===== config.mk =====
export PLATFORM = sky130hd
export DESIGN_NAME = pomux_top
export DESIGN_NICKNAME = d
export VERILOG_FILES = /design/src/pomux_fifo.sv /design/src/pomux_pkg.sv /design/src/pomux_top.sv
export SDC_FILE = /design/constraint.sdc
export NUM_CORES = 1
export LEC_CHECK = 0
export BUFFER_PORTS_ARGS = -buffer_cell sky130_fd_sc_hd__buf_2
export CAP_MARGIN = 20
export CORE_ASPECT_RATIO = 1.75
export CORE_MARGIN = 2
export CORE_UTILIZATION = 40
export CTS_BUF_LIST = sky130_fd_sc_hd__clkbuf_8
export DETAILED_ROUTE_END_ITERATION = 12
export GPL_TIMING_DRIVEN = 0
export SYNTH_ARGS = -nofsm -noshare
export SYNTH_HDL_FRONTEND = slang
export SYNTH_SLANG_ARGS = --single-unit

===== constraint.sdc =====
create_clock -name clk -period 6.25 [get_ports clk]
set_input_delay 0 -clock clk [delete_from_list [all_inputs] [get_ports clk]]
set_output_delay 0 -clock clk [all_outputs]
set_load 0.02 [all_outputs]

===== src/pomux_fifo.sv =====
// Stream FIFO of the output pin mux: its module sits in pomux_top.sv.
// Assumes nothing; this file declares no module of its own.


===== src/pomux_pkg.sv =====
// Constants for the port output-side pin mux.
// Assumes a 20 MHz core clock that samples the port reference clock.
package pomux_pkg;
  localparam logic [2:0] MODE_MII_MAC      = 3'h0;
  localparam logic [2:0] MODE_MII_PHY      = 3'h1;
  localparam logic [2:0] MODE_MII_PHY_200L = 3'h2;
  localparam logic [2:0] MODE_MII_PHY_200H = 3'h3;
  localparam logic [2:0] MODE_RMII_OUT_L   = 3'h4;
  localparam logic [2:0] MODE_RMII_OUT_H   = 3'h5;
  localparam logic [2:0] MODE_RMII_IN      = 3'h6;
  localparam logic [2:0] MODE_INT_PHY      = 3'h7;
  localparam int         MII_WIDTH         = 4;
  localparam int         RMII_WIDTH        = 2;
  localparam int         FIFO_DEPTH        = 4;
  localparam int         CLK_RATE_HZ       = 20000000;
  localparam int         RMII_REF_MHZ      = 50;
  localparam int         SYNC_STAGES       = 2;
  typedef enum logic [1:0] {
    POMUX_PATH_MII,
    POMUX_PATH_RMII,
    POMUX_PATH_NONE
  } pomux_path_e;
endpackage


===== src/pomux_top.sv =====
// Output-side pin mux of the second switch port, with its stream FIFO.
// Assumes the reference clock pin is slow against clk and is sampled here.
`timescale 1ns/1ps
module pomux_top #(
  parameter int DEPTH = pomux_pkg::FIFO_DEPTH
) (
  input  wire logic                             clk,
  input  wire logic                             rst,
  input  wire logic                             clk_en,
  input  wire logic [2:0]                       port_interface_mode_strap,
  input  wire logic                             isolate,
  input  wire logic                             rmii_clk_dir_out,
  input  wire logic                             port_out_ref_clock_in,
  output logic                                  port_out_ref_clock_out,
  output logic                                  port_out_ref_clock_oe,
  output logic                                  port_out_ref_clock_strong,
  input  wire logic                             sw_valid,
  output logic                                  sw_ready,
  input  wire logic [pomux_pkg::MII_WIDTH-1:0]  sw_data,
  input  wire logic                             sw_frame,
  output logic      [pomux_pkg::MII_WIDTH-1:0]  port_out_data,
  output logic      [pomux_pkg::MII_WIDTH-1:0]  port_out_data_oe,
  output logic                                  port_out_data_valid,
  output logic                                  port_out_data_valid_oe
);
  import pomux_pkg::*;

  // Strap caught once after reset release, never in the reset branch
  logic [2:0]       mode_q, mode_d;
  logic             caught_q, caught_d;
  // Strap is a pin: two flops before the capture reads it
  logic [2:0]       strap_s1_q, strap_s1_d, strap_s2_q, strap_s2_d;
  logic [1:0]       settle_q, settle_d;
  logic [SYNC_STAGES-1:0] sync_q, sync_d;
  logic             ref_prev_q, ref_prev_d;
  logic             div_q, div_d;
  logic             edge_hit;
  pomux_path_e      path;
  logic             clk_is_out;
  logic             fifo_valid, fifo_pop;
  logic [MII_WIDTH:0] fifo_data;
  logic [MII_WIDTH-1:0] dat_q, dat_d, doe_q, doe_d;
  logic             dv_q, dv_d, dvoe_q, dvoe_d;
  logic             cko_q, cko_d, ckoe_q, ckoe_d, ckst_q, ckst_d;

  function automatic pomux_path_e path_of(input logic [2:0] m);
    case (m)
      MODE_MII_MAC, MODE_MII_PHY,
      MODE_MII_PHY_200L, MODE_MII_PHY_200H: path_of = POMUX_PATH_MII;
      MODE_RMII_OUT_L, MODE_RMII_OUT_H,
      MODE_RMII_IN:                         path_of = POMUX_PATH_RMII;
      default:                              path_of = POMUX_PATH_NONE;
    endcase
  endfunction

  pomux_fifo #(
    .WIDTH (MII_WIDTH + 1),
    .DEPTH (DEPTH)
  ) u_fifo (
    .clk       (clk),
    .rst       (rst),
    .clk_en    (clk_en),
    .in_valid  (sw_valid),
    .in_ready  (sw_ready),
    .in_data   ({sw_frame, sw_data}),
    .out_valid (fifo_valid),
    .out_ready (fifo_pop),
    .out_data  (fifo_data)
  );

  always_comb begin
    path       = path_of(mode_q);
    strap_s1_d = port_interface_mode_strap;
    strap_s2_d = strap_s1_q;
    settle_d   = {settle_q[0], 1'b1};
    mode_d     = caught_q ? mode_q : strap_s2_q;
    // Capture only once both strap stages hold the pin value
    caught_d   = caught_q || settle_q[1];
    sync_d     = {sync_q[SYNC_STAGES-2:0], port_out_ref_clock_in};
    // Only the last synchroniser stage feeds the edge detector
    ref_prev_d = sync_q[SYNC_STAGES-1];
    div_d      = ~div_q;
    // Driven clock is a divided core clock; real 50 MHz needs a faster source
    clk_is_out = (mode_q == MODE_MII_PHY) || (mode_q == MODE_MII_PHY_200L) ||
                 (mode_q == MODE_MII_PHY_200H) || (mode_q == MODE_RMII_OUT_L) ||
                 (mode_q == MODE_RMII_OUT_H) ||
                 ((mode_q == MODE_RMII_IN) && rmii_clk_dir_out);
    edge_hit   = clk_is_out ? (div_q == 1'b0)
                            : (sync_q[SYNC_STAGES-1] && !ref_prev_q);
    fifo_pop   = caught_q && edge_hit && (path != POMUX_PATH_NONE);
    cko_d      = div_q;
    ckoe_d     = caught_q && clk_is_out && !isolate;
    ckst_d     = (mode_q == MODE_MII_PHY_200H) || (mode_q == MODE_RMII_OUT_H);
    dat_d      = dat_q;
    dv_d       = dv_q;
    if (fifo_pop) begin
      dv_d  = fifo_valid && fifo_data[MII_WIDTH];
      dat_d = fifo_valid ? fifo_data[MII_WIDTH-1:0] : '0;
      if (path == POMUX_PATH_RMII) begin
        dat_d = {2'h0, dat_d[RMII_WIDTH-1:0]};
      end
    end
    doe_d  = '0;
    dvoe_d = 1'b0;
    if (caught_q) begin
      case (path)
        POMUX_PATH_MII: begin
          doe_d  = (mode_q == MODE_MII_MAC || !isolate) ? 4'hF : 4'h0;
          dvoe_d = (mode_q == MODE_MII_MAC) || !isolate;
        end
        POMUX_PATH_RMII: begin
          doe_d  = isolate ? 4'h0 : 4'h3;
          dvoe_d = !isolate;
        end
        default: begin
          doe_d  = '0;
          dvoe_d = 1'b0;
        end
      endcase
    end
  end

  always_ff @(posedge clk or posedge rst) begin
    if (rst) begin
      mode_q     <= MODE_INT_PHY;
      caught_q   <= 1'b0;
      strap_s1_q <= MODE_INT_PHY;
      strap_s2_q <= MODE_INT_PHY;
      settle_q   <= 2'h0;
      sync_q     <= '0;
      ref_prev_q <= 1'b0;
      div_q      <= 1'b0;
      dat_q      <= '0;
      doe_q      <= '0;
      dv_q       <= 1'b0;
      dvoe_q     <= 1'b0;
      cko_q      <= 1'b0;
      ckoe_q     <= 1'b0;
      ckst_q     <= 1'b0;
    end else if (clk_en) begin
      mode_q     <= mode_d;
      caught_q   <= caught_d;
      strap_s1_q <= strap_s1_d;
      strap_s2_q <= strap_s2_d;
      settle_q   <= settle_d;
      sync_q     <= sync_d;
      ref_prev_q <= ref_prev_d;
      div_q      <= div_d;
      dat_q      <= dat_d;
      doe_q      <= doe_d;
      dv_q       <= dv_d;
      dvoe_q     <= dvoe_d;
      cko_q      <= cko_d;
      ckoe_q     <= ckoe_d;
      ckst_q     <= ckst_d;
    end
  end

  assign port_out_data             = dat_q;
  assign port_out_data_oe          = doe_q;
  assign port_out_data_valid       = dv_q;
  assign port_out_data_valid_oe    = dvoe_q;
  assign port_out_ref_clock_out    = cko_q;
  assign port_out_ref_clock_oe     = ckoe_q;
  assign port_out_ref_clock_strong = ckst_q;
endmodule

// Small flip-flop FIFO with valid/ready on both sides
module pomux_fifo #(
  parameter int WIDTH = 5,
  parameter int DEPTH = 4
) (
  input  wire logic             clk,
  input  wire logic             rst,
  input  wire logic             clk_en,
  input  wire logic             in_valid,
  output logic                  in_ready,
  input  wire logic [WIDTH-1:0] in_data,
  output logic                  out_valid,
  input  wire logic             out_ready,
  output logic      [WIDTH-1:0] out_data
);
  localparam int AW = (DEPTH > 1) ? $clog2(DEPTH) : 1;
  logic [WIDTH-1:0] mem_q [DEPTH];
  logic [WIDTH-1:0] mem_d [DEPTH];
  logic [AW-1:0]    wr_q, wr_d, rd_q, rd_d;
  logic [AW:0]      cnt_q, cnt_d;
  logic             ready_q, ready_d;
  logic             push, pop;

  always_comb begin
    // Ready is taken from the next count so the top can drive it from a flop
    push      = in_valid && ready_q;
    pop       = (cnt_q != '0) && out_ready;
    in_ready  = ready_q;
    out_valid = cnt_q != '0;
    out_data  = mem_q[rd_q];
    mem_d     = mem_q;
    wr_d      = wr_q;
    rd_d      = rd_q;
    if (push) begin
      mem_d[wr_q] = in_data;
      wr_d        = (wr_q == AW'(DEPTH - 1)) ? '0 : wr_q + AW'(1);
    end
    if (pop) begin
      rd_d = (rd_q == AW'(DEPTH - 1)) ? '0 : rd_q + AW'(1);
    end
    cnt_d   = cnt_q + (AW+1)'(push) - (AW+1)'(pop);
    ready_d = cnt_d != (AW+1)'(DEPTH);
  end

  always_ff @(posedge clk or posedge rst) begin
    if (rst) begin
      for (int i = 0; i < DEPTH; i++) begin
        mem_q[i] <= '0;
      end
      wr_q    <= '0;
      rd_q    <= '0;
      cnt_q   <= '0;
      ready_q <= 1'b1;
    end else if (clk_en) begin
      mem_q   <= mem_d;
      wr_q    <= wr_d;
      rd_q    <= rd_d;
      cnt_q   <= cnt_d;
      ready_q <= ready_d;
    end
  end
endmodule


==> impl_metrics.toml, run 1 <==
[power_and_ir_drop]
powerDensity_nw_per_um2 = 437
ir_drop_uv = 215
p_leak_uw = 0.00132
power_switching_uw = 403
cell_internal_pwr_uw = 884
switching_share_pct = 31.3
clockPowerShare_pct = 18.5
sequentialPowerShare_pct = 43.7
comb_power_share_pct = 37.8

[global_route]
grt_pass1_vias = 1643
grt.total_usage_pct = 13.9
antenna_found_initial = 0
overflow = 0
grt_pass1_wl_mm = 7.57
grt_max_degree = 41

[synth]
synth_area_per_cell_um2 = 13.3
synth_nets = 208
yosysUniqueCellTypes = 32
yosysWarnings = 0
yosys.area.top_type_share_pct = 44.6
yosys.area.top_type = "dfrtp_1"
syn_area_um2 = 2470
seq_area_frac_synth_pct = 55.3
synth.top_cells.by_area = "dfrtp_1 45%, mux2_2 19%, dfstp_2 11%, mux4_2 4.6%, ha_1 3.6%"
synth_cells = 185
ys_seq_elements = 54

[detailed_routing]
dr.pass1.iters = 4
dr.first_iter.drc_count = 42
antenna_left = 0
route.vias.total = 1512
vias_per_cell = 4.88
drc = 0
wl_per_cell_um = 13.6
routed_wl_mm = 4.21

[cts]
root_buffer = "clkbuf_8"
postCtsSetupBuffers = 0
cts_inserted_buffers = 5
ctsHtreeMaxLevel = 2
cts_buffer_depth = 2
cts_resized = 0
clk_pin_slew_worst_paths_ns = 0.09
cts_tree = "yes"
numClockSinks = 54
clock_latency_ns = 0.30

[sta]
max_freq_ghz = 0.347
period_share_pct = 46.1
tightestPinTransition_ns = 0.637
final_max_slew_viol_count = 0
rsz0062_at_grt = "false"
slew_headroom_pct = 57.2
finalHoldViolations = 0
setup_violations = 0
clock_skew_ns = 0.0112
setup_tns_ns = 0
fin_crit_ns = 2.88

[worst_setup_path]
worstSetupStartpointType = "flip-flop"
critPathArrivalTime_ns = 3.10
worstSetupEndpointType = "flip-flop"
path_class = "flip-flop to flip-flop"
crit_required_ns = 6.47
worstPathMaxFanout = 7

[floorplanning]
die_y_um = 108
start_util_pct = 41.6
die_area_um2 = 6830
pin_count = 29
die_x_um = 63.4
rows = 37
coreArea_um2 = 5930

[layout]
antenna_cells = 0
final_common_cell = "dfrtp_1"
drive_above_1_share_pct = 44.0
mostFrequentLayoutCells = "44 x dfrtp_1, 41 x mux2_2, 29 x buf_2"
final_cells = 310
nets = 254
syn2layout_area_growth_pct = 19.4

[placement]
hpwl_mm = 3.14
port_buffers = 27
place.gp.congestion = 0.730
dp_cells = 291

[job]
maxCapViolCount = 0

[min_path]
hold_class = "input pin to async pin"

[outcome]
status = "complete, no violations"
## flip-flops by register name, summed over array words and instances, names as in the netlist
name	cells
ref_prev_q	1
port_out_data	4
sync_q	2
u_fifo.mem_q	20
port_out_data_valid	1
u_fifo.cnt_q	3
u_fifo.in_ready	1
u_fifo.wr_q	2
strap_s1_q	3
port_out_data_valid_oe	1
cko_d	1
port_out_ref_clock_out	1
port_out_data_oe	1
mode_q	3
strap_s2_q	3
caught_q	1
settle_q	2
port_out_ref_clock_oe	1
port_out_ref_clock_strong	1
u_fifo.rd_q	2
## through the flow
step	setup WS [ns]	hold WS (ns)	power [µW]	util (%)	instance area, µm²
6_report	3.37	0.196	1290	49.7	2950
3_3_place_gp	3.37	0.222	1040	45.5	2700
5_1_grt	3.19	0.209	1390	49.7	2950
2_1_floorplan	3.56	0.112	940	-	2470
4_1_cts	3.34	0.185	1310	49.7	2950
3_5_place_dp	3.34	-0.0170	1060	45.9	2720
## final cells by class
type / instances / area [µm²]
tap: 78 / 97.6
sequential: 54 / 1360
fill: 576 / 2980
buffer: 11 / 56.3
inverter: 11 / 41.3
timing repair buffer: 39 / 265
clock inverter: 2 / 33.8
multi-input combinational: 109 / 1000
clock buffer: 6 / 82.6
## what timing repair did
item / in CTS / in global routing
hold endpoints to repair: 71 / 0
endpoints found under the setup margin: 0 / 0
hold buffers: 11 / 0
## synthesized netlist by cell type
library cell   n
a21o_1         2
a21oi_1        2
a31o_2         1
a31oi_1        1
and2_1         1
and3_1         2
buf_2          2
buf_4          3
clkbuf_1       5
clkbuf_2       1
dfrtp_1       44
dfstp_2       10
fa_1           1
ha_1           7
inv_1         11
mux2_2        41
mux2i_2        1
mux4_2         5
nand2_1       10
nand2b_1       3
nand3_1        3
nand4_1        2
nand4_2        1
nor2_1         4
nor2b_1        6
nor3_1         3
o21ai_0        6
o22ai_1        1
o32ai_1        1
or2_2          1
xnor2_1        2
xor2_1         2
## cells by family after synthesis
kind of cell | Yosys count | synth area share, %
XOR/XNOR | 4 | 1.42
buffers and inverters | 22 | 3.96
adder cells (fa/ha/maj) | 8 | 4.36
AO/OA/AOI/OAI | 14 | 3.45
flip-flops | 54 | 55.3
AND/OR/NAND/NOR | 36 | 7.66
multiplexers | 47 | 23.8
## power groups by stage
stage	registers, µW	logic [µW]	clock network [µW]
after floorplan	577	362	0
after global placement	566	476	0
after detailed placement	572	491	0
after CTS	564	498	247
after global routing	582	546	258
final	562	487	238
## critical path, cell delays in order (launching register included)
cell and delay, ns:
dfstp_2 0.52, clkbuf_2 0.16, nor3_1 0.08, a31o_2 0.25, mux2i_2 0.19, and3_1 0.19
ha_1 0.26, inv_1 0.04, ha_1 0.20, fa_1 0.37, xnor2_1 0.14, xnor2_1 0.14
nor3_1 0.16, a21oi_1 0.09
## metal layers
| layer | vias up | track usage [%] | routed length, µm |
|---|---|---|---|
| met1 | 752 | 16.3 | 1810 |
| li1 | 733 | - | - |
| met3 | 4 | 1.88 | 94 |
| met2 | 23 | 25.5 | 2260 |
| met5 | - | 0 | 0 |
| met4 | 0 | 5.28 | 51 |
## final timing paths
kind / slack (ns) / end / depth (start not counted) / start
setup / recovery: 3.37 / u_fifo.in_ready / 13 / mode_q[1]
hold / removal: 0.20 / sync_q[0] / 3 / rst
setup reg to reg: 3.37 / u_fifo.in_ready / 13 / mode_q[1]
hold reg to reg: 0.48 / settle_q[0] / 1 / settle_q[0]
max in group asynchronous: 5.47 / u_fifo.in_ready / 4 / rst
min in group clk: 0.20 / u_fifo.cnt_q[0] / 5 / sw_valid
Note: power is estimated with default switching activity, not from simulation.
==> run 2: changes to the inputs <==
==> constraint.sdc (replaced) <==
create_clock -name clk -period 2.9 [get_ports clk]
set_input_delay 0 -clock clk [delete_from_list [all_inputs] [get_ports clk]]
set_output_delay 0 -clock clk [all_outputs]
set_load 0.02 [all_outputs]
==> impl_metrics.toml, run 2 (synthesis results as in run 1) <==
[outcome]
status = "complete, no violations"

[layout]
nets = 256
final_common_cell = "dfrtp_1"
drive_above_1_share_pct = 46.2
fillers = 568
mostFrequentLayoutCells = "44 x dfrtp_1, 41 x mux2_2, 28 x buf_2"
final_cells = 312
syn2layout_area_growth_pct = 21.6
largest_reg_flops = 20
antenna_cells = 0
largest_register = "u_fifo.mem_q"

[floorplanning]
die_y_um = 108
start_util_pct = 41.6
pin_count = 29
coreArea_um2 = 5930
die_x_um = 63.4
rows = 37
die_area_um2 = 6830

[cts]
cts_inserted_buffers = 5
clk_pin_slew_worst_paths_ns = 0.09
ctsHtreeMaxLevel = 2
cts_buffer_depth = 2
root_buffer = "clkbuf_8"
clock_latency_ns = 0.30
numClockSinks = 54
cts_tree = "yes"

[sta]
max_freq_ghz = 0.359
clock_skew_ns = 0.0115
tightestPinTransition_ns = 0.531
setup_violations = 0
slew_headroom_pct = 64.6
fin_ws_ns = 0.115
final_max_slew_viol_count = 0
period_share_pct = 96.0
timing.hold.ws_ns = 0.198
fin_crit_ns = 2.78
setup_tns_ns = 0
finalHoldViolations = 0

[detailed_routing]
dr.pass1.iters = 4
drc = 0
routed_wl_mm = 4.30
antenna_left = 0
wl_per_cell_um = 13.8
route.vias.total = 1516
dr.first_iter.drc_count = 33
vias_per_cell = 4.86

[power_and_ir_drop]
total_power_uw = 2870
ir_drop_uv = 466
p_leak_uw = 0.00135
powerDensity_nw_per_um2 = 958

[job]
maxCapViolCount = 0

[placement]
hpwl_mm = 3.14
dp_slack_ns = -0.00510
dp_cells = 291
port_buffers = 27
place.gp.congestion = 0.730

[global_route]
grt_pass1_vias = 1637
grt_max_degree = 41
grt_pass1_wl_mm = 7.57
overflow = 0
use_met1_pct = 16.3
antenna_found_initial = 0
gr-max-usage-layer = "met2"
met2_usage_pct = 25.5
use_met3_pct = 1.88
grt.total_usage_pct = 13.9

[worst_setup_path]
crit_family = "adder cells"
cp_slowest_stage_delay_ns = 0.57
path_class = "flip-flop to flip-flop"
critPathArrivalTime_ns = 3.00
critPathBufInv = 1
worstSetupEndpointType = "flip-flop"
worstSetupStartpointType = "flip-flop"
critPathSlowestCell = "dfstp_2"
worstPathMaxFanout = 5
crit_required_ns = 3.12
cp_cell_sequence = "nor3_1, a31o_2, mux2i_4, and3_1, ha_1, inv_1, ha_1, fa_1, xnor2_2, xnor2_2, nor3_2, a21oi_1"

[min_path]
hold_class = "input pin to async pin"
run 2: cell count changes in the layout (fill, tap and decap cells not counted), sizes merged:
cell / previous run / this run
clkbuf: 12 / 11
buf: 33 / 36
run 2: worst paths after layout:
| check | startpoint | slack, ns | endpoint | depth (start not counted) |
|---|---|---|---|---|
| setup / recovery | mode_q[1] | 0.12 | u_fifo.in_ready | 12 |
| hold / removal | rst | 0.20 | port_out_data_valid_oe | 3 |
| setup reg to reg | mode_q[1] | 0.12 | u_fifo.in_ready | 12 |
| hold reg to reg | settle_q[0] | 0.47 | settle_q[0] | 1 |
| max in group asynchronous | rst | 2.12 | u_fifo.in_ready | 4 |
| min in group clk | clk_en | 0.21 | u_fifo.rd_q[0] | 3 |
run 2: final cells by class:
class | count | area [µm²] | share of cell area [%]
clock inverters | 2 | 33.8 | 1.13
inverters | 11 | 41.3 | 1.38
multi-input cells | 109 | 1040 | 34.6
repair buffers | 43 | 295 | 9.85
clock buffers | 6 | 82.6 | 2.75
flip-flops and latches | 54 | 1360 | 45.5
well taps | 78 | 97.6 | 3.25
plain buffers | 9 | 46.3 | 1.54
run 2: metal layers:
layer  vias to the layer above  share of wire, %
li1                        736                 -
met1                       750                43
met2                        24                53
met3                         6               2.3
met4                         0               1.5
met5                         -                 0
run 2: worst reg2reg max path: stages, from the launching register on:
cell and delay (ns):
dfstp_2 0.57, nor3_1 0.07, a31o_2 0.25, mux2i_4 0.21, and3_1 0.18, ha_1 0.26, inv_1 0.04, ha_1 0.20
fa_1 0.41, xnor2_2 0.17, xnor2_2 0.15, nor3_2 0.12, a21oi_1 0.08
run 2: through the flow:
stage	cell area [µm²]	utilization, %
detailed placement	2720	45.9
global route	3000	50.6
floorplan	2470	-
global placement	2700	45.5
finish	3000	50.6
CTS	2940	49.5
run 2: timing repair:
item                                   CTS  global route
buffers inserted                         0             4
pin swaps                                1             1
gates resized for setup                  0             5
hold buffers                            11             0
setup endpoints to repair                1             2
endpoints found under the hold margin   71             0
run 2: power by group:
group          leakage [µW]  switching [µW]  internal (µW)  total (µW)
sequential         0.000629             182           1050        1230
clock             0.0000626             234            278         512
combinational      0.000657             495            637        1130
total               0.00135             911           1960        2870
==> run 3: changes to the inputs <==
--- a/config.mk
+++ b/config.mk
@@ -9,10 +9,11 @@
 export CAP_MARGIN = 20
 export CORE_ASPECT_RATIO = 1.75
 export CORE_MARGIN = 2
-export CORE_UTILIZATION = 40
+export CORE_UTILIZATION = 50
 export CTS_BUF_LIST = sky130_fd_sc_hd__clkbuf_8
 export DETAILED_ROUTE_END_ITERATION = 12
 export GPL_TIMING_DRIVEN = 0
+export PLACE_DENSITY = 0.7
 export SYNTH_ARGS = -nofsm -noshare
 export SYNTH_HDL_FRONTEND = slang
 export SYNTH_SLANG_ARGS = --single-unit
==> impl_metrics.toml, run 3 (synthesis results as in run 1) <==
[global_route]
grt_pass1_wl_mm = 7.56
grt.total_usage_pct = 17.4
overflow = 0
antenna_found_initial = 0
grt_pass1_vias = 1620
grt_max_degree = 29

[sta]
slew_headroom_pct = 60.7
period_share_pct = 95.4
clock_skew_ns = 0.0116
tightestPinTransition_ns = 0.589
max_freq_ghz = 0.361
final_max_slew_viol_count = 0
finalHoldViolations = 0
rsz0062_at_grt = "false"
setup_tns_ns = 0
fin_ws_ns = 0.133
setup_violations = 0
fin_crit_ns = 2.77

[worst_setup_path]
rr_worst_depth = 12
crit_family = "adder cells"
cp_cell_sequence = "nor3_1, a31o_2, mux2i_4, and3_1, ha_1, inv_1, ha_1, fa_2, xnor2_2, xnor2_1, nor3_1, a21oi_1"
reg2reg_slack_ns = 0.13
worstSetupStartpointType = "flip-flop"
crit_required_ns = 3.14
worstPathMaxFanout = 5
critPathBufInv = 1
path_class = "flip-flop to flip-flop"
crit_start = "mode_q[0]"
worstSetupEndpointType = "flip-flop"
critPathSlowestCell = "dfstp_2"
cp_slowest_stage_delay_ns = 0.57
r2r_end = "u_fifo.in_ready"
crit-reg2reg-launch = "mode_q[0]"
critPathArrivalTime_ns = 3.00

[cts]
root_buffer = "clkbuf_8"
clock_latency_ns = 0.30
numClockSinks = 54
clk_pin_slew_worst_paths_ns = 0.09
ctsHtreeMaxLevel = 2
cts_buffer_depth = 2
cts_tree = "yes"
cts_inserted_buffers = 5

[power_and_ir_drop]
comb_power_share_pct = 39.3
powerDensity_nw_per_um2 = 955
switching_share_pct = 31.8
clockPowerShare_pct = 17.1
sequentialPowerShare_pct = 43.6
power_switching_uw = 896
ir_drop_uv = 651
p_leak_uw = 0.00134
cell_internal_pwr_uw = 1920
total_power_uw = 2810

[detailed_routing]
wl_per_cell_um = 15.3
routed_wl_mm = 4.37
antenna_left = 0
drc = 0
dr.pass1.iters = 4
vias_per_cell = 5.37
route.vias.total = 1535
dr.first_iter.drc_count = 27

[min_path]
worstHoldStart = "rmii_clk_dir_out"
hold_depth = 4
hold_class = "input pin to flip-flop"
min_to = "port_out_ref_clock_oe"

[layout]
syn2layout_area_growth_pct = 19.5
final_cells = 286
drive_above_1_share_pct = 45.3
largest_register = "u_fifo.mem_q"
antenna_cells = 0
nets = 256
final_common_cell = "dfrtp_1"
largest_reg_flops = 20
mostFrequentLayoutCells = "44 x dfrtp_1, 41 x mux2_2, 28 x buf_2"

[floorplanning]
rows = 33
die_x_um = 57.1
start_util_pct = 52.4
pin_count = 29
die_area_um2 = 5530
die_y_um = 96.9
coreArea_um2 = 4710

[job]
maxCapViolCount = 0

[placement]
port_buffers = 27
place.gp.congestion = 0.786
dp_slack_ns = -0.0147
hpwl_mm = 3.11
dp_cells = 265

[outcome]
status = "complete, no violations"
## run 3: cell count changes in the layout (fill, tap and decap cells not counted), sizes merged
cell	change
clkbuf	-1
inv	+1
## run 3: layer usage
layer | global-route usage (%) | routed length [µm]
met1 | 20.8 | 1780
met2 | 30.7 | 2430
met3 | 2.94 | 103
met4 | 6.08 | 59
met5 | 0 | 0
## run 3: power by group through the flow
stage               clock [µW]  combinational [µW]  sequential (µW)
floorplan                    0                 781             1240
global placement             0                1020             1220
detailed placement           0                1060             1230
CTS                        500                1060             1230
global route               523                1220             1260
finish                     482                1110             1230
## run 3: worst max path at each step
stage | endpoint | cells after the start | slack [ns]
2_1_floorplan | u_fifo.in_ready | 13 | 0.21
3_3_place_gp | u_fifo.in_ready | 13 | 0.03
3_5_place_dp | u_fifo.in_ready | 13 | -0.01
4_1_cts | u_fifo.in_ready | 12 | 0.05
5_1_grt | u_fifo.in_ready | 12 | 0.002
6_report | u_fifo.in_ready | 12 | 0.13
## run 3: layout make-up
class	count	area, µm²
inverters	11	41.3
well taps	52	65.1
fillers	386	1760
clock buffers	5	68.8
clock inverters	3	37.5
repair buffers	43	295
multi-input cells	109	1030
flip-flops and latches	54	1360
plain buffers	9	46.3
## run 3: through the flow
step	utilization (%)	hold slack [ns]	instance area, µm²
after floorplan	-	0.112	2470
after global placement	56.6	0.216	2670
after detailed placement	57.1	0.109	2690
after CTS	61.5	0.156	2890
after global routing	62.6	0.224	2950
final	62.6	0.198	2950
## run 3: timing repair
item,in CTS,in global routing
buffers inserted,0,4
hold buffers,11,0
setup endpoints to repair,2,2
endpoints found under the hold margin,44,0
gates resized for setup,0,4
pin swaps,0,1
## run 3: worst reg2reg max path, stage by stage, from the launching register on
cell and delay (ns):
dfstp_2 0.57, nor3_1 0.06, a31o_2 0.25, mux2i_4 0.20, and3_1 0.18, ha_1 0.27
inv_1 0.04, ha_1 0.21, fa_2 0.36, xnor2_2 0.14, xnor2_1 0.21, nor3_1 0.07
a21oi_1 0.14
